### config.mk
export PLATFORM = sky130hd
export DESIGN_NAME = acdt_top
export DESIGN_NICKNAME = d
export VERILOG_FILES = /design/src/logic/acdt_pkg.sv /design/src/logic/acdt_spi.sv /design/src/logic/acdt_top.sv
export SDC_FILE = /design/constraint.sdc
export NUM_CORES = 1
export LEC_CHECK = 0
export BUFFER_PORTS_ARGS = -buffer_cell sky130_fd_sc_hd__buf_2
export CAP_MARGIN = 20
export CORE_ASPECT_RATIO = 0.75
export CORE_MARGIN = 1.5
export CORE_UTILIZATION = 45
export DETAILED_ROUTE_END_ITERATION = 10
export HOLD_SLACK_MARGIN = 0.12
export PLACE_DENSITY = 0.67
export SYNTH_ARGS = -nofsm -noshare
export SYNTH_HDL_FRONTEND = slang
export SYNTH_SLANG_ARGS = --single-unit
### constraint.sdc
create_clock -name REF_CLK_I -period 9.3 [get_ports REF_CLK_I]
set_clock_uncertainty 0.15 [all_clocks]
set_input_delay 0.93 -clock REF_CLK_I [delete_from_list [all_inputs] [get_ports REF_CLK_I]]
set_output_delay 0.93 -clock REF_CLK_I [all_outputs]
set_load 0.01 [all_outputs]
### src/logic/acdt_pkg.sv
/*
  Shared constants and carrier types of the alarm comparator and countdown timer.
  Assumes a 20 MHz reference clock and a 32.768 kHz time base derived from it.
*/
`default_nettype none
package acdt_pkg;
  // ------------------------------------------------------------
  // clock rates
  // ------------------------------------------------------------
  localparam int unsigned REF_HZ = 20_000_000;
  localparam int unsigned OSC_HZ = 32_768;
  localparam int unsigned REF_PERIOD_NS = 50;
  // ------------------------------------------------------------
  // register offsets
  // ------------------------------------------------------------
  localparam logic [4:0] ADDR_SECONDS = 5'h04;
  localparam logic [4:0] ADDR_SEC_MATCH = 5'h0B;
  localparam logic [4:0] ADDR_MIN_MATCH = 5'h0C;
  localparam logic [4:0] ADDR_HOUR_MATCH = 5'h0D;
  localparam logic [4:0] ADDR_DAY_MATCH = 5'h0E;
  localparam logic [4:0] ADDR_WDAY_MATCH = 5'h0F;
  localparam logic [4:0] ADDR_CD_LOAD = 5'h10;
  localparam logic [4:0] ADDR_CD_CTRL = 5'h11;
  localparam logic [4:0] ADDR_LAST = 5'h11;
  // ------------------------------------------------------------
  // fields and reset values
  // ------------------------------------------------------------
  localparam int unsigned MATCH_DIS_BIT = 7;
  localparam logic [7:0] SEC_VAL_MASK = 8'h7F;
  localparam logic [7:0] HOUR_VAL_MASK = 8'h3F;
  localparam logic [7:0] DAY_VAL_MASK = 8'h3F;
  localparam logic [7:0] WDAY_VAL_MASK = 8'h07;
  localparam logic [7:0] MATCH_RESET = 8'h80;
  localparam logic [7:0] CD_LOAD_RESET = 8'h00;
  localparam logic [7:0] CD_CTRL_RESET = 8'h18;
  localparam int unsigned CTRL_SRC_LSB = 3;
  localparam int unsigned CTRL_RUN_BIT = 2;
  localparam int unsigned CTRL_IE_BIT = 1;
  localparam int unsigned CTRL_PULSE_BIT = 0;
  localparam logic [1:0] CMD_SUBADDR = 2'h1;
  // ------------------------------------------------------------
  // source selection and pulse widths in 32.768 kHz ticks
  // ------------------------------------------------------------
  typedef enum logic [1:0] {SRC_4096 = 2'h0, SRC_64 = 2'h1, SRC_1HZ = 2'h2, SRC_MIN = 2'h3}
    acdt_src_t;
  localparam logic [9:0] PW_4096_T1 = 10'h004;
  localparam logic [9:0] PW_4096 = 10'h008;
  localparam logic [9:0] PW_64_T1 = 10'h100;
  localparam logic [9:0] PW_SLOW = 10'h200;
  localparam logic [5:0] SECS_PER_MIN_M1 = 6'h3B;
  // ------------------------------------------------------------
  // carriers
  // ------------------------------------------------------------
  typedef struct packed {
    logic [7:0] sec;
    logic [7:0] min;
    logic [7:0] hour;
    logic [7:0] day;
    logic [7:0] wday;
  } acdt_time_t;
  typedef struct packed {
    logic valid;
    logic [4:0] addr;
    logic [7:0] data;
  } acdt_wr_t;
endpackage
`default_nettype wire

### src/logic/acdt_spi.sv
/*
  Three-wire serial register port: command byte, then auto-incrementing data bytes.
  Assumes synchronised chip enable, serial clock and data levels on the local clock.
*/
`timescale 1ns/100ps
`default_nettype none
module acdt_spi (
  input wire logic clk_i,
  input wire logic rst_i,
  input wire logic ce_i,
  input wire logic scl_i,
  input wire logic sdi_i,
  input wire logic [7:0] rdata_i,
  output var acdt_pkg::acdt_wr_t wr_o,
  output logic [4:0] addr_o,
  output logic busy_o,
  output logic sdo_o,
  output logic sdo_oe_n_o
);
  typedef enum logic [1:0] {ST_IDLE = 2'h0, ST_CMD = 2'h1, ST_DATA = 2'h3, ST_SKIP = 2'h2}
    acdt_spi_st_t;
  acdt_spi_st_t state;
  logic scl_d;
  logic rise;
  logic fall;
  logic [2:0] bit_cnt;
  logic [7:0] shin;
  logic [7:0] next_byte;
  logic rd_mode;

  assign rise = ce_i & scl_i & ~scl_d;
  assign fall = ce_i & ~scl_i & scl_d;
  assign next_byte = {shin[6:0], sdi_i};
  assign busy_o = (state == ST_DATA);

  always_ff @(posedge clk_i or posedge rst_i) begin
    if (rst_i) begin
      scl_d <= 1'b0;
    end else begin
      scl_d <= scl_i;
    end
  end

  // ------------------------------------------------------------
  // command and write bytes
  // ------------------------------------------------------------
  always_ff @(posedge clk_i or posedge rst_i) begin
    if (rst_i) begin
      state <= ST_IDLE;
      bit_cnt <= 3'h0;
      shin <= 8'h00;
      addr_o <= 5'h00;
      rd_mode <= 1'b0;
      wr_o <= '0;
    end else begin
      wr_o.valid <= 1'b0;
      if (!ce_i) begin
        state <= ST_IDLE;
        bit_cnt <= 3'h0;
      end else if (state == ST_IDLE) begin
        state <= ST_CMD;
      end else if (rise) begin
        shin <= next_byte;
        bit_cnt <= bit_cnt + 3'h1;
        if (bit_cnt == 3'h7) begin
          case (state)
            ST_CMD: begin
              if (next_byte[6:5] == acdt_pkg::CMD_SUBADDR &&
                  next_byte[4:0] <= acdt_pkg::ADDR_LAST) begin
                state <= ST_DATA;
                rd_mode <= next_byte[7];
                addr_o <= next_byte[4:0];
              end else begin
                state <= ST_SKIP;
              end
            end
            ST_DATA: begin
              wr_o.valid <= ~rd_mode;
              wr_o.addr <= addr_o;
              wr_o.data <= next_byte;
              addr_o <= (addr_o == acdt_pkg::ADDR_LAST) ? 5'h00 : addr_o + 5'h01;
            end
            default: begin
              state <= state;
            end
          endcase
        end
      end
    end
  end

  // ------------------------------------------------------------
  // read bytes, changed on the falling serial clock
  // ------------------------------------------------------------
  logic [7:0] shout;
  assign sdo_o = shout[7];
  always_ff @(posedge clk_i or posedge rst_i) begin
    if (rst_i) begin
      shout <= 8'h00;
      sdo_oe_n_o <= 1'b1;
    end else if (!ce_i || state != ST_DATA || !rd_mode) begin
      sdo_oe_n_o <= 1'b1;
    end else if (fall) begin
      sdo_oe_n_o <= 1'b0;
      shout <= (bit_cnt == 3'h0) ? rdata_i : {shout[6:0], 1'b0};
    end
  end
endmodule // acdt_spi
`default_nettype wire

### src/logic/acdt_top.sv
/*
  Alarm comparator and 8-bit countdown timer with its serial register port.
  Assumes calendar counters outside that advance on TIME_TICK_O and present the time.
*/
// Notes on behaviour
// host reads time as one burst from seconds
// bit 7 set excludes that alarm field
// all enabled fields matching sets alarm flag
// alarm flag sticky; refires only on fresh match
// alarm enable mirrors flag onto interrupt
// seconds, minutes match values are BCD
// hour match layout per 12/24 mode
// day BCD, weekday 0 to 6
// two bits select timer source, reset 11
// control bits run, irq enable, pulse mode
// load value zero halts counting
// reaching one sets flag and reloads
// new load value takes effect immediately
// host should stop timer before reloading
// timer flag sticky; interrupt level or pulse
// first period after enable is uncertain
// reading load address returns live count
// host reads live count twice to agree
// pulse width by source and load value
// slow sources take offset correction steps
// host selects slowest source when idle
// time held during access; one pending tick
// command byte: read bit, subaddress, index
// alarm evaluated once per time update
`timescale 1ns/100ps
`default_nettype none
module acdt_top (
  input wire logic REF_CLK_I,
  input wire logic RST_I,
  input wire logic CE_I,
  input wire logic SCL_I,
  input wire logic SDIO_I,
  output logic SDIO_O,
  output logic SDIO_OE_N_O,
  output logic INT_O,
  output logic INT_OE_N_O,
  input wire acdt_pkg::acdt_time_t TIME_I,
  input wire logic [7:0] EXT_RDATA_I,
  output logic [4:0] EXT_RD_ADDR_O,
  output var acdt_pkg::acdt_wr_t EXT_WR_O,
  output logic TIME_TICK_O,
  input wire logic ALARM_IRQ_ENABLE_I,
  input wire logic ALARM_FLAG_CLEAR_I,
  input wire logic COUNTDOWN_FLAG_CLEAR_I,
  input wire logic CORR_ADD_I,
  input wire logic CORR_DROP_I,
  output logic ALARM_FLAG_O,
  output logic COUNTDOWN_FLAG_O
);
  localparam int unsigned ACC_W = 25;
  if (acdt_pkg::REF_HZ >= (2 ** ACC_W) || acdt_pkg::OSC_HZ >= acdt_pkg::REF_HZ) begin : g_bad_rate
    $error("reference rate cannot serve the time base");
  end
  localparam logic [ACC_W-1:0] OSC_STEP = ACC_W'(acdt_pkg::OSC_HZ);
  localparam logic [ACC_W-1:0] REF_WRAP = ACC_W'(acdt_pkg::REF_HZ);

  // ------------------------------------------------------------
  // pin synchronisers
  // ------------------------------------------------------------
  logic [2:0] pin_s1;
  logic [2:0] pin_s2;
  always_ff @(posedge REF_CLK_I or posedge RST_I) begin
    if (RST_I) begin
      pin_s1 <= 3'h0;
      pin_s2 <= 3'h0;
    end else begin
      pin_s1 <= {CE_I, SCL_I, SDIO_I};
      pin_s2 <= pin_s1;
    end
  end

  // ------------------------------------------------------------
  // serial register port
  // ------------------------------------------------------------
  acdt_pkg::acdt_wr_t wr;
  logic [4:0] addr;
  logic busy;
  logic [7:0] rdata;
  logic sdo;
  logic sdo_oe_n;
  acdt_spi u_spi (
    .clk_i(REF_CLK_I),
    .rst_i(RST_I),
    .ce_i(pin_s2[2]),
    .scl_i(pin_s2[1]),
    .sdi_i(pin_s2[0]),
    .rdata_i(rdata),
    .wr_o(wr),
    .addr_o(addr),
    .busy_o(busy),
    .sdo_o(sdo),
    .sdo_oe_n_o(sdo_oe_n)
  );
  always_ff @(posedge REF_CLK_I or posedge RST_I) begin
    if (RST_I) begin
      SDIO_O <= 1'b0;
      SDIO_OE_N_O <= 1'b1;
      EXT_RD_ADDR_O <= 5'h00;
      EXT_WR_O <= '0;
    end else begin
      SDIO_O <= sdo;
      SDIO_OE_N_O <= sdo_oe_n;
      EXT_RD_ADDR_O <= addr;
      EXT_WR_O <= wr;
      EXT_WR_O.valid <= wr.valid && wr.addr < acdt_pkg::ADDR_SEC_MATCH;
    end
  end

  // ------------------------------------------------------------
  // registers
  // ------------------------------------------------------------
  logic [7:0] sec_match;
  logic [7:0] min_match;
  logic [7:0] hour_match;
  logic [7:0] day_match;
  logic [7:0] wday_match;
  logic [7:0] cd_load;
  logic [7:0] cd_ctrl;
  logic [7:0] cd_count;
  always_ff @(posedge REF_CLK_I or posedge RST_I) begin
    if (RST_I) begin
      sec_match <= acdt_pkg::MATCH_RESET;
      min_match <= acdt_pkg::MATCH_RESET;
      hour_match <= acdt_pkg::MATCH_RESET;
      day_match <= acdt_pkg::MATCH_RESET;
      wday_match <= acdt_pkg::MATCH_RESET;
      cd_load <= acdt_pkg::CD_LOAD_RESET;
      cd_ctrl <= acdt_pkg::CD_CTRL_RESET;
    end else if (wr.valid) begin
      case (wr.addr)
        acdt_pkg::ADDR_SEC_MATCH: sec_match <= wr.data & (acdt_pkg::SEC_VAL_MASK | 8'h80);
        acdt_pkg::ADDR_MIN_MATCH: min_match <= wr.data & (acdt_pkg::SEC_VAL_MASK | 8'h80);
        acdt_pkg::ADDR_HOUR_MATCH: hour_match <= wr.data & (acdt_pkg::HOUR_VAL_MASK | 8'h80);
        acdt_pkg::ADDR_DAY_MATCH: day_match <= wr.data & (acdt_pkg::DAY_VAL_MASK | 8'h80);
        acdt_pkg::ADDR_WDAY_MATCH: wday_match <= wr.data & (acdt_pkg::WDAY_VAL_MASK | 8'h80);
        acdt_pkg::ADDR_CD_LOAD: cd_load <= wr.data;
        acdt_pkg::ADDR_CD_CTRL: cd_ctrl <= wr.data & 8'h1F;
        default: cd_load <= cd_load;
      endcase
    end
  end

  always_comb begin
    case (addr)
      acdt_pkg::ADDR_SEC_MATCH: rdata = sec_match;
      acdt_pkg::ADDR_MIN_MATCH: rdata = min_match;
      acdt_pkg::ADDR_HOUR_MATCH: rdata = hour_match;
      acdt_pkg::ADDR_DAY_MATCH: rdata = day_match;
      acdt_pkg::ADDR_WDAY_MATCH: rdata = wday_match;
      acdt_pkg::ADDR_CD_LOAD: rdata = cd_count;
      acdt_pkg::ADDR_CD_CTRL: rdata = cd_ctrl;
      default: rdata = EXT_RDATA_I;
    endcase
  end

  logic cd_run;
  logic cd_ie;
  logic cd_pulse_mode;
  acdt_pkg::acdt_src_t cd_src;
  assign cd_run = cd_ctrl[acdt_pkg::CTRL_RUN_BIT];
  assign cd_ie = cd_ctrl[acdt_pkg::CTRL_IE_BIT];
  assign cd_pulse_mode = cd_ctrl[acdt_pkg::CTRL_PULSE_BIT];
  assign cd_src = acdt_pkg::acdt_src_t'(cd_ctrl[acdt_pkg::CTRL_SRC_LSB +: 2]);

  // ------------------------------------------------------------
  // time base: 32.768 kHz enable and its divisions
  // ------------------------------------------------------------
  logic [ACC_W-1:0] phase;
  logic [ACC_W-1:0] next_phase;
  logic osc_tick;
  logic [14:0] prescale;
  logic [5:0] sec_cnt;
  assign next_phase = phase + OSC_STEP;
  assign osc_tick = (next_phase >= REF_WRAP);
  always_ff @(posedge REF_CLK_I or posedge RST_I) begin
    if (RST_I) begin
      phase <= '0;
      prescale <= 15'h0000;
      sec_cnt <= 6'h00;
    end else begin
      phase <= osc_tick ? next_phase - REF_WRAP : next_phase;
      if (osc_tick) begin
        prescale <= prescale + 15'h0001;
        if (prescale == 15'h7FFF) begin
          sec_cnt <= (sec_cnt == acdt_pkg::SECS_PER_MIN_M1) ? 6'h00 : sec_cnt + 6'h01;
        end
      end
    end
  end
  logic tick_4096;
  logic tick_64;
  logic tick_1hz;
  logic tick_1hz_corr;
  logic tick_min;
  logic src_tick;
  assign tick_4096 = osc_tick & (prescale[2:0] == 3'h7);
  assign tick_64 = osc_tick & (prescale[8:0] == 9'h1FF);
  assign tick_1hz = osc_tick & (prescale == 15'h7FFF);
  assign tick_1hz_corr = (tick_1hz & ~CORR_DROP_I) | CORR_ADD_I;
  assign tick_min = tick_1hz_corr & (sec_cnt == 6'h00);
  always_comb begin
    case (cd_src)
      acdt_pkg::SRC_4096: src_tick = tick_4096;
      acdt_pkg::SRC_64: src_tick = tick_64;
      acdt_pkg::SRC_1HZ: src_tick = tick_1hz_corr;
      default: src_tick = tick_min;
    endcase
  end

  // ------------------------------------------------------------
  // time update held while an access runs
  // ------------------------------------------------------------
  logic tick_pending;
  logic eval_tick;
  always_ff @(posedge REF_CLK_I or posedge RST_I) begin
    if (RST_I) begin
      tick_pending <= 1'b0;
      TIME_TICK_O <= 1'b0;
      eval_tick <= 1'b0;
    end else begin
      TIME_TICK_O <= ~busy & (tick_1hz | tick_pending);
      if (busy && tick_1hz) begin
        tick_pending <= 1'b1;
      end else if (!busy) begin
        tick_pending <= 1'b0;
      end
      eval_tick <= TIME_TICK_O;
    end
  end

  // ------------------------------------------------------------
  // alarm comparator
  // ------------------------------------------------------------
  logic [4:0] field_on;
  logic [4:0] field_eq;
  logic alarm_hit;
  assign field_on = ~{sec_match[7], min_match[7], hour_match[7], day_match[7],
                      wday_match[7]};
  assign field_eq = {(TIME_I.sec & acdt_pkg::SEC_VAL_MASK) == {1'b0, sec_match[6:0]},
                     (TIME_I.min & acdt_pkg::SEC_VAL_MASK) == {1'b0, min_match[6:0]},
                     (TIME_I.hour & acdt_pkg::HOUR_VAL_MASK) == {1'b0, hour_match[6:0]},
                     (TIME_I.day & acdt_pkg::DAY_VAL_MASK) == {1'b0, day_match[6:0]},
                     (TIME_I.wday & acdt_pkg::WDAY_VAL_MASK) == {1'b0, wday_match[6:0]}};
  assign alarm_hit = eval_tick & (|field_on) & (&(field_eq | ~field_on));
  always_ff @(posedge REF_CLK_I or posedge RST_I) begin
    if (RST_I) begin
      ALARM_FLAG_O <= 1'b0;
    end else if (alarm_hit) begin
      ALARM_FLAG_O <= 1'b1;
    end else if (ALARM_FLAG_CLEAR_I) begin
      ALARM_FLAG_O <= 1'b0;
    end
  end

  // ------------------------------------------------------------
  // countdown timer
  // ------------------------------------------------------------
  logic run_d;
  logic cd_fire;
  logic cd_skip;
  assign cd_fire = cd_run & run_d & ~cd_skip & src_tick & (cd_load != 8'h00) &
                   (cd_count == 8'h01);
  always_ff @(posedge REF_CLK_I or posedge RST_I) begin
    if (RST_I) begin
      cd_count <= 8'h00;
      run_d <= 1'b0;
      cd_skip <= 1'b0;
    end else begin
      run_d <= cd_run;
      cd_skip <= (cd_run && !run_d) ? ~cd_ctrl[acdt_pkg::CTRL_SRC_LSB + 1]
                                    : (cd_skip & ~src_tick);
      if (wr.valid && wr.addr == acdt_pkg::ADDR_CD_LOAD) begin
        cd_count <= wr.data;
      end else if (cd_run && !run_d) begin
        cd_count <= cd_load;
      end else if (cd_fire) begin
        cd_count <= cd_load;
      end else if (cd_run && !cd_skip && src_tick && cd_count > 8'h01) begin
        cd_count <= cd_count - 8'h01;
      end
    end
  end
  always_ff @(posedge REF_CLK_I or posedge RST_I) begin
    if (RST_I) begin
      COUNTDOWN_FLAG_O <= 1'b0;
    end else if (cd_fire) begin
      COUNTDOWN_FLAG_O <= 1'b1;
    end else if (COUNTDOWN_FLAG_CLEAR_I) begin
      COUNTDOWN_FLAG_O <= 1'b0;
    end
  end

  logic [9:0] pulse_cnt;
  logic [9:0] pulse_width;
  always_comb begin
    case (cd_src)
      acdt_pkg::SRC_4096: pulse_width = (cd_load == 8'h01) ? acdt_pkg::PW_4096_T1
                                                          : acdt_pkg::PW_4096;
      acdt_pkg::SRC_64: pulse_width = (cd_load == 8'h01) ? acdt_pkg::PW_64_T1
                                                        : acdt_pkg::PW_SLOW;
      default: pulse_width = acdt_pkg::PW_SLOW;
    endcase
  end
  always_ff @(posedge REF_CLK_I or posedge RST_I) begin
    if (RST_I) begin
      pulse_cnt <= 10'h000;
    end else if (cd_fire) begin
      pulse_cnt <= pulse_width;
    end else if (osc_tick && pulse_cnt != 10'h000) begin
      pulse_cnt <= pulse_cnt - 10'h001;
    end
  end

  // ------------------------------------------------------------
  // open-drain interrupt
  // ------------------------------------------------------------
  logic next_int;
  logic cd_int_src;
  assign cd_int_src = cd_pulse_mode ? (cd_fire | pulse_cnt != 10'h000) : COUNTDOWN_FLAG_O;
  assign next_int = (ALARM_IRQ_ENABLE_I & ALARM_FLAG_O) | (cd_ie & cd_int_src);
  always_ff @(posedge REF_CLK_I or posedge RST_I) begin
    if (RST_I) begin
      INT_O <= 1'b0;
      INT_OE_N_O <= 1'b1;
    end else begin
      INT_O <= 1'b0;
      INT_OE_N_O <= ~next_int;
    end
  end
endmodule // acdt_top
`default_nettype wire

After elaboration in Yosys (flattened, before gate mapping)
Index checks and enable logic that the tools add are counted.
{"block": "classes", "add_sub_neg": 8, "magnitude_cmp": 4, "n_eq_ne": 39, "n_mux": 41, "bitwise": 38, "reduce_logical": 44}
{"op": "two-way mux 14 bit", "count": 5}
{"op": "case mux 8 bit (7 select lines)", "count": 1}
{"op": "== test 5 x 4 -> 1 bit, second input constant", "count": 10}
{"op": "two-way mux 8 bit", "count": 5}
{"op": "two-way mux 10 bit", "count": 3}
{"op": "adder 25 x 16 -> 25 bit, second input constant", "count": 1}
{"op": ">= comparator 25 bit, second input constant", "count": 1}
{"op": "two-way mux 25 bit", "count": 1}
{"op": "subtractor 25 bit, second input constant", "count": 1}
{"op": "bitwise AND 1 bit", "count": 20}
{"op": "== test 5 bit, second input constant", "count": 4}
{"op": "case mux 10 bit (2 select lines)", "count": 1}
{"op": "AND reduction 2 bit", "count": 10}
{"op": "== test 8 x 1 -> 1 bit, second input constant", "count": 2}
{"op": "adder 15 x 1 -> 15 bit, second input constant", "count": 1}
{"op": "== test 15 bit, second input constant", "count": 1}
{"op": "== test 7 bit", "count": 2}
{"op": "== test 6 bit", "count": 2}
{"op": "AND reduction 6 bit", "count": 2}
{"op": "two-way mux 1 bit", "count": 11}
{"op": "inverter 1 bit", "count": 11}
{"op": "two-way mux 2 bit", "count": 5}
{"op": "two-way mux 5 bit", "count": 2}
{"op": "inverter 5 bit", "count": 2}
{"op": "37 further kinds", "count": 70}
{"block": "totals", "reg_bits": 188, "input_bits": 58, "out_inout_bits": 26, "word_cells": 213}

Longest topological paths before layout
Gate-level depths: netlist of run 1.
{"block": "logic_depth", "ltp_word": 15, "mapped_depth": 15}

Modules after synthesis
Synthesis of run 1 repeated with hierarchy kept, for this count alone.
{"block": "hier_totals", "cells_unflattened": 828, "hier_area_um2": 9093.7}
{"module": "acdt_top", "n_inst": 1, "cells_each": 666, "area_per_inst_um2": 7138.1, "seq_area_each_um2": 3464.6}
{"module": "acdt_spi", "n_inst": 1, "cells_each": 162, "area_per_inst_um2": 1955.6, "seq_area_each_um2": 1052.3}

Worst setup path after synthesis of run 1
No wires, ideal clock.
{"block": "synth_timing", "kind": "reg-to-reg", "start": "reg phase[15]", "end": "reg cd_count[1]", "setup_ns": 0.084, "arrival_ns": 2.549, "required_time_ns": 9.066, "setup_slack_ns": 6.517, "stages_incl_launch_ff": 12, "period_less_slack_ns": 2.783, "path_cell_list": "dfrtp_1 -> ha_1 -> buf_4 -> and2_4 -> a21oi_1 -> o32a_1 -> o31a_2 -> o21ai_4 -> nor2b_2 -> buf_6 -> or3_1 -> a41oi_2"}
{"block": "synth_between", "elab_chain_cells": 13}
{"item": "start: declaration", "line": "acdt_top.sv:173", "source": "logic [ACC_W-1:0] phase;"}
{"item": "start signal: assignment", "line": "acdt_top.sv:186", "source": "phase <= osc_tick ? next_phase - REF_WRAP : next_phase;"}
{"item": "adder 25 x 16 -> 25 bit (*)", "line": "acdt_top.sv:178", "source": "assign next_phase = phase + OSC_STEP;"}
{"item": ">= comparator 25 bit (*)", "line": "acdt_top.sv:179", "source": "assign osc_tick = (next_phase >= REF_WRAP);"}
{"item": "bitwise AND 1 bit", "line": "acdt_top.sv:203", "source": "assign tick_1hz = osc_tick & (prescale == 15'h7FFF);"}
{"item": "bitwise AND 1 bit", "line": "acdt_top.sv:204", "source": "assign tick_1hz_corr = (tick_1hz & ~CORR_DROP_I) | CORR_ADD_I;"}
{"item": "bitwise OR 1 bit", "line": "acdt_top.sv:204"}
{"item": "bitwise AND 1 bit", "line": "acdt_top.sv:205", "source": "assign tick_min = tick_1hz_corr & (sec_cnt == 6'h00);"}
{"item": "case mux 1 bit (3 select lines) (*)", "line": "acdt_top.sv:207", "source": "case (cd_src)"}
{"item": "bitwise AND 1 bit (3 in series)", "line": "acdt_top.sv:266", "source": "assign cd_fire = cd_run & run_d & ~cd_skip & src_tick & (cd_load != 8'h00) &"}
{"item": "two-way mux 8 bit", "line": "acdt_top.sv:281", "source": "end else if (cd_fire) begin"}
{"item": "two-way mux 8 bit", "line": "acdt_top.sv:279", "source": "end else if (cd_run && !run_d) begin"}
{"item": "two-way mux 8 bit", "line": "acdt_top.sv:277", "source": "if (wr.valid && wr.addr == acdt_pkg::ADDR_CD_LOAD) begin"}
{"item": "end signal: assignment", "line": "acdt_top.sv:278", "source": "cd_count <= wr.data;"}
{"item": "end signal: assignment", "line": "acdt_top.sv:280", "source": "cd_count <= cd_load;"}
{"item": "end signal: assignment", "line": "acdt_top.sv:282", "source": "cd_count <= cd_load;"}
{"item": "end: declaration", "line": "acdt_top.sv:124", "source": "logic [7:0] cd_count;"}
Mark *: on every way between the ends. The rest lies on a longest branch, timed or not.
A chain may end at the register's enable or synchronous reset.

Final worst setup path of run 1
{"block": "layout_timing", "start": "reg phase[15]", "end": "reg cd_count[2]"}
Same word-level chain as after synthesis.

==> results.txt, run 1 <==
Max Transition Viols Final -> 0
Initial Utilization -> 46.0%
Drt pass-1 iters -> 7
Final period util -> 38.1%
Worst-margin pin slew -> 1.09 ns
Synthesized flop and latch total -> 180
Setup_tns -> 0 ns
Worst r2r dst -> cd_count[2]$_DFFE_PP0P_
Layout Area Growth over Synthesis -> 13.2%
Largest net degree at the start of global routing -> 111
Antenna violations before repair -> 0
Worst slack at placement -> 5.81 ns
Post-CTS Setup Bufs -> 0
Worst VDD drop -> 0.0960 mV
P_leak -> 4.61 nW
Initial DRC Count -> 652
Die area -> 0.0207 sq mm
Post-CTS Hold Buffers -> 0
Residual DRC -> 0
Post-synth top area share -> 47.6%
Cell Chain, Critical Path -> inv_1, ha_1, nand4bb_1, nor4_1, o31a_2, o21ai_4, o21ai_1, o221ai_1, o22a_1
R2r startpoint -> phase[15]$_DFF_PP0_
Fin crit period -> 3.54 ns
R2R cell count -> 9
Vias in the first global route -> 6304
H-tree depth -> 4
Post-Syn Nets -> 918
Layout Nets -> 983
Top cell type by total area after synthesis -> dfrtp_1
Crit path max-delay cell type -> o21ai_1
R2R Setup Slk -> 5.76 ns
Asr flop ratio synth -> 100%
Crit path max-delay family -> compound AO/OA/AOI/OAI gates
Die H -> 125 um
Total power divided by cell area -> 155 mW/mm^2
Largest stage delay on the critical path -> 0.78 ns
Sink Count -> 180
Mapped Area -> 0.00894 sq mm
Crit Path Class -> register to register
Post-CTS sizing -> 0
Max-slew headroom -> 26.9%
Yosys warns -> 0
Post-layout util -> 52.1%
Fmax -> 282 MHz
RSZ-0062 raised after global routing -> no
Finished Layout Cells -> 1170
Worst min-delay path category -> register to register
All-Layer GR Usage -> 20.7%
Worst setup SP type -> register
Ports -> 84
Distinct cells, synth -> 78
CORE AREA -> 0.0194 sq mm
Number of buffers added on ports -> 71
Final setup margin -> 5.76 ns
Mean Syn Cell Area -> 10.7 sq um
Routability Congestion -> 0.810
Wire per inst -> 17.6 um
Path length in cells of the critical path -> 9
CTS tree -> yes
Layout fillers -> 1724
Root Buffer -> clkbuf_16
Via density -> 5.62
WHS Endpoint -> pin_s2[2]$_DFF_PP0_
Bufs and invs on worst path -> 1
Worst Path Required -> 9.46 ns
Clk buf depth -> 2
Post-DP HPWL -> 14400 um
First-pass GRT wire length -> 34000 um
EDFF count, synth -> 0
Clock transition at path regs -> 0.07 ns
Hold_sp -> pin_s1[2]$_DFF_PP0_
Synth top area cells -> dfrtp_1 48%, mux2_2 7.6%, xnor2_1 4.2%
Cells after Synth -> 839
Total CTS buffers -> 17
Hold Crit Depth -> 0
Final ANT Viol Nets -> 0
Cell Rows -> 44
Dpl cells -> 1137
Status -> complete, no violations
Top_reg_cell synth -> dfrtp_1
Total power -> 1.57 mW
Hold Fails Final Rpt -> 0
Clock Latency Late Sink -> 0.43 ns
MaxCap Viol Count -> 0
Register area share after synthesis -> 50.5%
Critical-path maximum fanout -> 14
Kind of end point of the critical path -> register
Die X-Extent -> 166 um
Grt ovf -> 0
DR vias -> 6581
Critical Path AT -> 3.70 ns
Layout cells sized above 1 -> 21.8%
Ant diodes -> 0
Final setup violation count -> 0
WL final -> 20500 um
[synth_stat cells (all sizes together), types with 9 or more instances]
cell type and number:
a211oi 10, a21oi 21, a31oi 13, and3 12, buf 11, clkbuf 21
dfrtp 170, dfstp 10, ha 21, inv 26, mux2 61, nand2 93
nand2b 13, nand3 31, nand4 15, nor2 52, nor3 20, nor4 9
o21ai 44, xnor2 43, xor2 32
[power breakdown]
part	internal [mW]	leakage [nW]	switching, mW
combinational	0.0236	1.99	0.0323
sequential	0.792	2.35	0.0112
clock	0.385	0.275	0.326
total	1.20	4.61	0.369
[cells in the final DEF (no fill, tap or decap), drive strengths merged, types with 7 or more instances in the layout]
cell type  synthesis  final
xnor2             43     43
buf               11     78
nor2              52     52
nand2b            13     13
a22o               8      8
mux2i              8      8
a211oi            10     10
nor3              20     20
clkbuf            21     19
nand4             15     15
a222oi             7      7
dfrtp            170    170
and3              12     12
a31oi             13     13
nor2b              8      8
ha                21     21
nand3             31     31
mux2              61     61
a21oi             21     21
nor4               9      9
inv               26     32
o21ai             44     44
dfstp             10     10
and2               8      8
xor2              32     32
nand2             93     93
a22oi              8      8
[worst register-to-register path, stage by stage (launching register included)]
cell       delay [ns]
dfrtp_1          0.45
inv_1            0.10
ha_1             0.35
nand4bb_1        0.19
nor4_1           0.49
o31a_2           0.32
o21ai_4          0.12
o21ai_1          0.79
o221ai_1         0.26
o22a_1           0.22
[layout make-up]
type	instances	area [sq um]	area share (%)
Tap cell	253	317	3.13
Inverter	26	103	1.01
Timing Repair Buffer	78	432	4.26
Sequential cell	180	4520	44.6
Clock buffer	19	443	4.38
Clock inverter	13	136	1.35
Multi-Input combinational cell	601	4180	41.3
[kinds of logic after synthesis]
| group | after synthesis | synth area share, % |
|---|---|---|
| other | 1 | 0.0419 |
| AO/OA/AOI/OAI | 149 | 11.7 |
| flip-flops | 180 | 50.5 |
| buffers and inverters | 58 | 2.77 |
| adder cells (fa/ha/maj) | 21 | 2.94 |
| AND/OR/NAND/NOR | 286 | 16.1 |
| multiplexers | 69 | 8.58 |
| XOR/XNOR | 75 | 7.35 |
[worst max path at each step]
stage / from / endpoint / slack, ns
floorplan: RST_I / ALARM_FLAG_O$_DFFE_PP0P_ / 3.35
global placement: phase[15]$_DFF_PP0_ / cd_count[2]$_DFFE_PP0P_ / 5.85
detailed placement: phase[15]$_DFF_PP0_ / cd_count[2]$_DFFE_PP0P_ / 5.81
CTS: phase[15]$_DFF_PP0_ / cd_count[2]$_DFFE_PP0P_ / 5.76
global route: prescale[0]$_DFFE_PP0N_ / cd_count[2]$_DFFE_PP0P_ / 5.45
finish: phase[15]$_DFF_PP0_ / cd_count[2]$_DFFE_PP0P_ / 5.76
[layer usage]
metal	GRT usage, %	vias up	routed length [um]
li1	-	3128	-
met1	32.3	3243	10400
met2	28.6	192	8600
met3	5.48	18	1370
met4	4.03	0	166
met5	0	-	0
[registers in the layout, indices dropped and copies added, names as in the netlist, 8 cells and up]
signal,count
cd_count,8
phase,17
u_spi.shout,8
EXT_WR_O,14
prescale,15
min_match,8
cd_load,8
u_spi.wr_o,14
pulse_cnt,10
sec_match,8
[through the flow]
stage          area, sq um  hold slack [ns]
3_3_place_gp          9510            0.184
2_1_floorplan         8940            0.181
6_report             10100            0.200
3_5_place_dp          9520            0.186
4_1_cts              10100            0.203
5_1_grt              10100            0.204
Note: power is estimated with default switching activity, not from simulation.
==> run 2, diff against run 1 <==
- PLACE_DENSITY: 0.67 -> 0.7
- clock period: 9.3 -> 2.91 ns (I/O delays scaled with it)
==> run 2 against run 1 <==
Cell area up 3.3%. Clock-buffer cell count down 1. Non-clock buffer count up 34. Critical path depth down 2. Register-to-register slack worse by 5.7 ns. Cell count up 2.9%. Sequential share of layout area down 1.4 points. Combinational power rose to 3.4 times the previous value. Sequential cell count unchanged. Clock power rose to 3.2 times the previous value.
==> results.txt, run 2 (synthesis gave the netlist of run 1 again) <==
Grt ovf -> 0 (unchanged)
Layout Nets -> 1017 (was 983)
Worst-margin pin slew -> 0.718 ns (was 1.09 ns)
CP startpoint -> cd_count[3]$_DFFE_PP0P_ (was phase[15]$_DFF_PP0_)
Die X-Extent -> 166 um (unchanged)
Layout cells sized above 1 -> 24.6% (was 21.8%)
Total power divided by cell area -> 478 mW/mm^2 (was 155 mW/mm^2)
Setup_tns -> 0 ns (unchanged)
Number of buffers added on ports -> 71 (unchanged)
Die area -> 0.0207 sq mm (unchanged)
Cell Chain, Critical Path -> or4_1, or3_1, nor3_1, nor2b_4, buf_4, a211oi_2, a21oi_1 (was inv_1, ha_1, nand4bb_1, nor4_1, o31a_2, o21ai_4, o21ai_1, o221ai_1, o22a_1)
RSZ-0062 raised after global routing -> yes (was no)
Max-slew headroom -> 52.1% (was 26.9%)
Cell Rows -> 44 (unchanged)
Fmax -> 356 MHz (was 282 MHz)
Sequential share of power -> 51.3% (was 51.2%)
R2r startpoint -> cd_count[3]$_DFFE_PP0P_ (was phase[15]$_DFF_PP0_)
Antenna violations before repair -> 0 (unchanged)
Largest stage delay on the critical path -> 0.53 ns (was 0.78 ns)
Hold_sp -> EXT_RDATA_I[5] (was pin_s1[2]$_DFF_PP0_)
Vias in the first global route -> 6553 (was 6304)
Worst min-delay path category -> input pin to register (was register to register)
Wire per inst -> 17.7 um (was 17.6 um)
Post-layout util -> 53.8% (was 52.1%)
Max reg flops -> 17 (unchanged)
Root Buffer -> clkbuf_16 (unchanged)
Finished Layout Cells -> 1204 (was 1170)
Clock network fraction of total power -> 44.9% (was 45.3%)
Kind of end point of the critical path -> register (unchanged)
First-pass GRT wire length -> 35100 um (was 34000 um)
Most frequent cells in the layout -> 168 x dfrtp_1, 92 x nand2_1, 71 x buf_2 (was 170 x dfrtp_1, 92 x nand2_1, 71 x buf_2)
P_leak -> 4.80 nW (was 4.61 nW)
Ports -> 84 (unchanged)
Worst VDD drop -> 0.269 mV (was 0.0960 mV)
Largest net degree at the start of global routing -> 104 (was 111)
Die H -> 125 um (unchanged)
H-tree depth -> 4 (unchanged)
Total power -> 5.00 mW (was 1.57 mW)
Residual DRC -> 0 (unchanged)
CORE AREA -> 0.0194 sq mm (unchanged)
Worst setup SP type -> register (unchanged)
Layout Area Growth over Synthesis -> 17.0% (was 13.2%)
Final period util -> 96.4% (was 38.1%)
Dpl cells -> 1161 (was 1137)
DR vias -> 6746 (was 6581)
MaxCap Viol Count -> 0 (unchanged)
All-Layer GR Usage -> 21.3% (was 20.7%)
Sink Count -> 180 (unchanged)
Crit Path Class -> register to register (unchanged)
Final ANT Viol Nets -> 0 (unchanged)
Worst slack at placement -> 0.0621 ns (was 5.81 ns)
Critical Path AT -> 3.01 ns (was 3.70 ns)
WL final -> 21300 um (was 20500 um)
Via density -> 5.60 (was 5.62)
Total CTS buffers -> 17 (unchanged)
Combinational Power Share -> 3.8% (was 3.6%)
Status -> complete, no violations (unchanged)
Max Transition Viols Final -> 0 (unchanged)
Clock transition at path regs -> 0.08 ns (was 0.07 ns)
Net Switching -> 1.25 mW (was 0.369 mW)
Post-DP HPWL -> 14900 um (was 14400 um)
Biggest regs -> phase x17, prescale x15 (unchanged)
Initial Utilization -> 46.0% (unchanged)
Commonest non-fill, non-tap cell in the layout -> dfrtp_1 (unchanged)
Internal Power -> 3.75 mW (was 1.20 mW)
Clock Latency Late Sink -> 0.44 ns (was 0.43 ns)
Hold Fails Final Rpt -> 0 (unchanged)
Ant diodes -> 0 (unchanged)
Final setup violation count -> 0 (unchanged)
Fin crit period -> 2.81 ns (was 3.54 ns)
Sw Ratio -> 24.9% (was 23.5%)
Largest Register -> phase (unchanged)
Worst Path Required -> 3.11 ns (was 9.46 ns)
CTS tree -> yes (unchanged)
Crit path max-delay cell type -> or4_1 (was o21ai_1)
Initial DRC Count -> 777 (was 652)
Routability Congestion -> 0.863 (was 0.810)
Final setup margin -> 0.104 ns (was 5.76 ns)
Drt pass-1 iters -> 6 (was 7)
Clk buf depth -> 2 (unchanged)
Critical-path maximum fanout -> 12 (was 14)
run 2: cell count changes in the layout (fill, tap and decap cells not counted), sizes merged:
| cell | change |
|---|---|
| bufinv | -1 |
| clkinvlp | -2 |
| dlygate4sd3 | +9 |
| clkbuf | -1 |
| buf | +25 |
| clkinv | +4 |
run 2: through the flow:
step | area, sq um | hold slack, ns
2_1_floorplan | 8940 | 0.172
3_3_place_gp | 9720 | 0.183
3_5_place_dp | 9720 | 0.185
4_1_cts | 10400 | 0.150
5_1_grt | 10500 | 0.195
6_report | 10500 | 0.191
run 2: final timing paths:
path	endpoint	slack (ns)	cells past startpoint
min reg2reg	pin_s2[0]$_DFF_PP0_	0.20	0
max reg2reg	pulse_cnt[2]$_DFFE_PP0P_	0.10	7
max	pulse_cnt[2]$_DFFE_PP0P_	0.10	7
max in group asynchronous	phase[15]$_DFF_PP0_	1.71	4
min	u_spi.shout[5]$_DFFE_PP0P_	0.19	4
min in group asynchronous	cd_ctrl[0]$_DFFE_PP0P_	0.39	4
run 2: layout make-up:
| type | count | area [sq um] |
|---|---|---|
| fillers | 1669 | 8970 |
| multi-input cells | 601 | 4240 |
| flip-flops and latches | 180 | 4520 |
| clock buffers | 18 | 429 |
| inverters | 26 | 101 |
| clock inverters | 14 | 141 |
| well taps | 253 | 317 |
| repair buffers | 112 | 711 |
run 2: routing by layer:
| metal | track usage, % | vias to the layer above | wire length, um |
|---|---|---|---|
| li1 | - | 3197 | - |
| met1 | 32.9 | 3307 | 10800 |
| met2 | 29.5 | 223 | 8840 |
| met3 | 5.63 | 19 | 1490 |
| met4 | 4.82 | 0 | 209 |
| met5 | 0 | - | 0 |
run 2: worst max-delay path: cells and delay by family, from the launching register on:
family	cells	cell delay (ns)
buffers and inverters	1	0.23
AOI/OAI and AO/OA	2	0.20
and+or+nand+nor	4	1.72
DFF	1	0.44
run 2: timing repair:
item                                   in CTS  in global routing
gates resized for setup                     0                 15
setup endpoints to repair                   0                 35
hold buffers                                9                  0
buffers inserted                            0                  2
endpoints found under the hold margin     178                  0
run 2: power groups by stage:
stage / Clock, mW / Sequential [mW] / Combinational, mW
2_1_floorplan: 0 / 2.60 / 0.114
3_3_place_gp: 0 / 2.61 / 0.181
3_5_place_dp: 0 / 2.61 / 0.185
4_1_cts: 2.29 / 2.57 / 0.196
5_1_grt: 2.39 / 2.57 / 0.219
6_report: 2.24 / 2.57 / 0.192
==> run 3, diff against run 2 <==
- CORE_UTILIZATION: 45 -> 54
- PLACE_DENSITY: 0.7 -> 0.81
==> run 3 against run 2 <==
Routed wire length up 1.4%. Non-clock buffer count up 5. Sequential share of layout area down 0.31 points. Clock-buffer cell count up 2. Cell area up 0.71%. Register-to-register slack worse by 0.08 ns. Combinational power up 5%. Hold slack worse by 0.047 ns. Critical path depth up 4. Clock power up 8.9%. Utilization up 12 points. Global-route usage up 4.8 points. Highest routed layer unchanged.
==> results.txt, run 3 (synthesis gave the netlist of run 1 again) <==
Status -> complete, no violations (unchanged)
Initial Utilization -> 55.5% (was 46.0%)
Number of buffers added on ports -> 71 (unchanged)
All-Layer GR Usage -> 26.1% (was 21.3%)
Total power divided by cell area -> 495 mW/mm^2 (was 478 mW/mm^2)
Final setup margin -> 0.0287 ns (was 0.104 ns)
Largest Register -> phase (unchanged)
Initial DRC Count -> 682 (was 777)
Antenna violations before repair -> 0 (unchanged)
R2r startpoint -> phase[15]$_DFF_PP0_ (was cd_count[3]$_DFFE_PP0P_)
Vias in the first global route -> 6674 (was 6553)
Layout Area Growth over Synthesis -> 17.8% (was 17.0%)
CTS tree -> yes (unchanged)
Worst-margin pin slew -> 0.811 ns (was 0.718 ns)
Routability Congestion -> 0.872 (was 0.863)
Final period util -> 99.0% (was 96.4%)
Clock Latency Late Sink -> 0.44 ns (about the same)
Max Transition Viols Final -> 0 (unchanged)
Hold Fails Final Rpt -> 0 (unchanged)
Clock transition at path regs -> 0.07 ns (was 0.08 ns)
Cell Rows -> 40 (was 44)
Largest net degree at the start of global routing -> 36 (was 104)
Kind of end point of the critical path -> register (unchanged)
Die H -> 114 um (was 125 um)
Worst r2r dst -> cd_count[0]$_DFFE_PP0P_ (was pulse_cnt[2]$_DFFE_PP0P_)
MaxCap Viol Count -> 0 (unchanged)
Cell Chain, Critical Path -> inv_2, ha_4, nand4bb_1, nor4_2, buf_4, o31a_2, o21ai_4, buf_4, o21ai_0, o21ai_0, a211oi_1 (was or4_1, or3_1, nor3_1, nor2b_4, buf_4, a211oi_2, a21oi_1)
Crit Path Class -> register to register (unchanged)
Finished Layout Cells -> 1166 (was 1204)
Die X-Extent -> 152 um (was 166 um)
Worst VDD drop -> 0.431 mV (was 0.269 mV)
R2R Setup Slk -> 0.03 ns (was 0.10 ns)
Final ANT Viol Nets -> 0 (unchanged)
Met1 Track Usage GR -> 37.5% (was 32.9%)
Post-DP HPWL -> 14700 um (was 14900 um)
Fin crit period -> 2.88 ns (was 2.81 ns)
Clock network fraction of total power -> 46.8% (was 44.9%)
Via density -> 5.96 (was 5.60)
Net Switching -> 1.15 mW (was 1.25 mW)
GR Util met3 -> 7.01% (was 5.63%)
WL final -> 21600 um (was 21300 um)
Most frequent cells in the layout -> 169 x dfrtp_1, 92 x nand2_1, 71 x buf_2 (was 168 x dfrtp_1, 92 x nand2_1, 71 x buf_2)
Root Buffer -> clkbuf_16 (unchanged)
Ports -> 84 (unchanged)
Worst slack at placement -> 0.0183 ns (was 0.0621 ns)
Commonest non-fill, non-tap cell in the layout -> dfrtp_1 (unchanged)
Ant diodes -> 0 (unchanged)
Internal Power -> 4.07 mW (was 3.75 mW)
Bufs and invs on worst path -> 3 (was 1)
H-tree depth -> 4 (unchanged)
Layout fillers -> 1228 (was 1669)
Sequential share of power -> 49.3% (was 51.3%)
CORE AREA -> 0.0161 sq mm (was 0.0194 sq mm)
R2R cell count -> 11 (was 7)
Path length in cells of the critical path -> 11 (was 7)
CP startpoint -> phase[15]$_DFF_PP0_ (was cd_count[3]$_DFFE_PP0P_)
Grt ovf -> 0 (unchanged)
Wire per inst -> 18.5 um (was 17.7 um)
Fmax -> 347 MHz (was 356 MHz)
Sink Count -> 180 (unchanged)
DR vias -> 6952 (was 6746)
GR Util met2 -> 39.2% (was 29.5%)
Biggest regs -> phase x17, prescale x15 (unchanged)
Layout cells sized above 1 -> 25.2% (was 24.6%)
Drt pass-1 iters -> 6 (unchanged)
Max reg flops -> 17 (unchanged)
Dpl cells -> 1123 (was 1161)
Layer with the highest usage -> met2 (was met1)
Worst setup endpoint -> cd_count[0]$_DFFE_PP0P_ (was pulse_cnt[2]$_DFFE_PP0P_)
Crit path max-delay cell type -> dfrtp_2 (was or4_1)
P_leak -> 4.84 nW (was 4.80 nW)
Worst setup SP type -> register (unchanged)
Clk buf depth -> 2 (unchanged)
Critical Path AT -> 3.06 ns (was 3.01 ns)
Worst min-delay path category -> input pin to register (unchanged)
Layout Nets -> 1022 (was 1017)
Final setup violation count -> 0 (unchanged)
Residual DRC -> 0 (unchanged)
Total CTS buffers -> 17 (unchanged)
Critical-path maximum fanout -> 7 (was 12)
Largest stage delay on the critical path -> 0.45 ns (was 0.53 ns)
Worst Path Required -> 3.09 ns (was 3.11 ns)
Sw Ratio -> 22.0% (was 24.9%)
Die area -> 0.0173 sq mm (was 0.0207 sq mm)
First-pass GRT wire length -> 34500 um (was 35100 um)
Max-slew headroom -> 45.8% (was 52.1%)
Crit path max-delay family -> compound AO/OA/AOI/OAI gates (was simple AND/OR/NAND/NOR gates)
Combinational Power Share -> 3.9% (was 3.8%)
==> run 3: changes by cell type in the layout (fill, tap and decap cells not counted), moves of 3 or more <==
cell / previous run / this run
bufinv_16: 0 / 4
inv_6: 4 / 1
clkinvlp_4: 1 / 5
clkinv_4: 4 / 0
==> run 3: power groups by stage <==
stage	sequential, mW	combinational [mW]	clock [mW]
floorplan	2.60	0.114	0
global placement	2.61	0.189	0
detailed placement	2.62	0.195	0
CTS	2.57	0.206	2.46
global route	2.58	0.227	2.55
finish	2.57	0.202	2.44
==> run 3: cell type report <==
| cell class | count | area (sq um) | area share (%) |
|---|---|---|---|
| Tap cell | 210 | 263 | 2.49 |
| Sequential cell | 180 | 4520 | 42.9 |
| Timing Repair Buffer | 117 | 778 | 7.39 |
| Multi-Input combinational cell | 601 | 4260 | 40.4 |
| Clock buffer | 20 | 437 | 4.15 |
| Clock inverter | 12 | 180 | 1.71 |
| Inverter | 26 | 101 | 0.962 |
==> run 3: timing repair <==
item / CTS / global route
endpoints found under the hold margin: 33 / 0
hold buffers: 8 / 0
pin swaps: 0 / 6
setup buffers: 0 / 3
resized for setup: 1 / 18
setup endpoints to repair: 1 / 33
gates cloned: 0 / 0
==> run 3: worst min-delay path by stage <==
stage | from | endpoint | slack [ns] | cells after the start
after detailed placement | pin_s1[0]$_DFF_PP0_ | pin_s2[0]$_DFF_PP0_ | 0.18 | 0
after global placement | pin_s1[2]$_DFF_PP0_ | pin_s2[2]$_DFF_PP0_ | 0.18 | 0
final | EXT_RDATA_I[5] | u_spi.shout[5]$_DFFE_PP0P_ | 0.14 | 4
after CTS | EXT_RDATA_I[5] | u_spi.shout[5]$_DFFE_PP0P_ | 0.14 | 4
after global routing | EXT_RDATA_I[5] | u_spi.shout[5]$_DFFE_PP0P_ | 0.16 | 4
after floorplan | SDIO_I | pin_s1[0]$_DFF_PP0_ | 0.17 | 0
==> run 3: through the flow <==
step                hold WS (ns)  setup TNS [ns]  power, mW  instance area [sq um]  utilization [%]
floorplan                  0.172               0       2.72                   8940                -
global placement           0.183               0       2.80                   9730             60.3
detailed placement         0.185               0       2.81                   9730             60.3
CTS                        0.141               0       5.24                  10400             64.7
global route               0.164          -0.121       5.35                  10500             65.4
finish                     0.144               0       5.21                  10500             65.4
==> run 3: per-layer routing <==
layer  wire [um]  vias up
met5           0        -
met1        9670     3427
met2        9640      287
met4         331        0
met3        1960       34
li1            -     3204
==> run 3: worst register-to-register path, cell delays in order (launching register included) <==
cell and delay, ns:
dfrtp_2 0.45, inv_2 0.12, ha_4 0.22, nand4bb_1 0.20, nor4_2 0.29, buf_4 0.18
o31a_2 0.22, o21ai_4 0.10, buf_4 0.18, o21ai_0 0.21, o21ai_0 0.16, a211oi_1 0.28
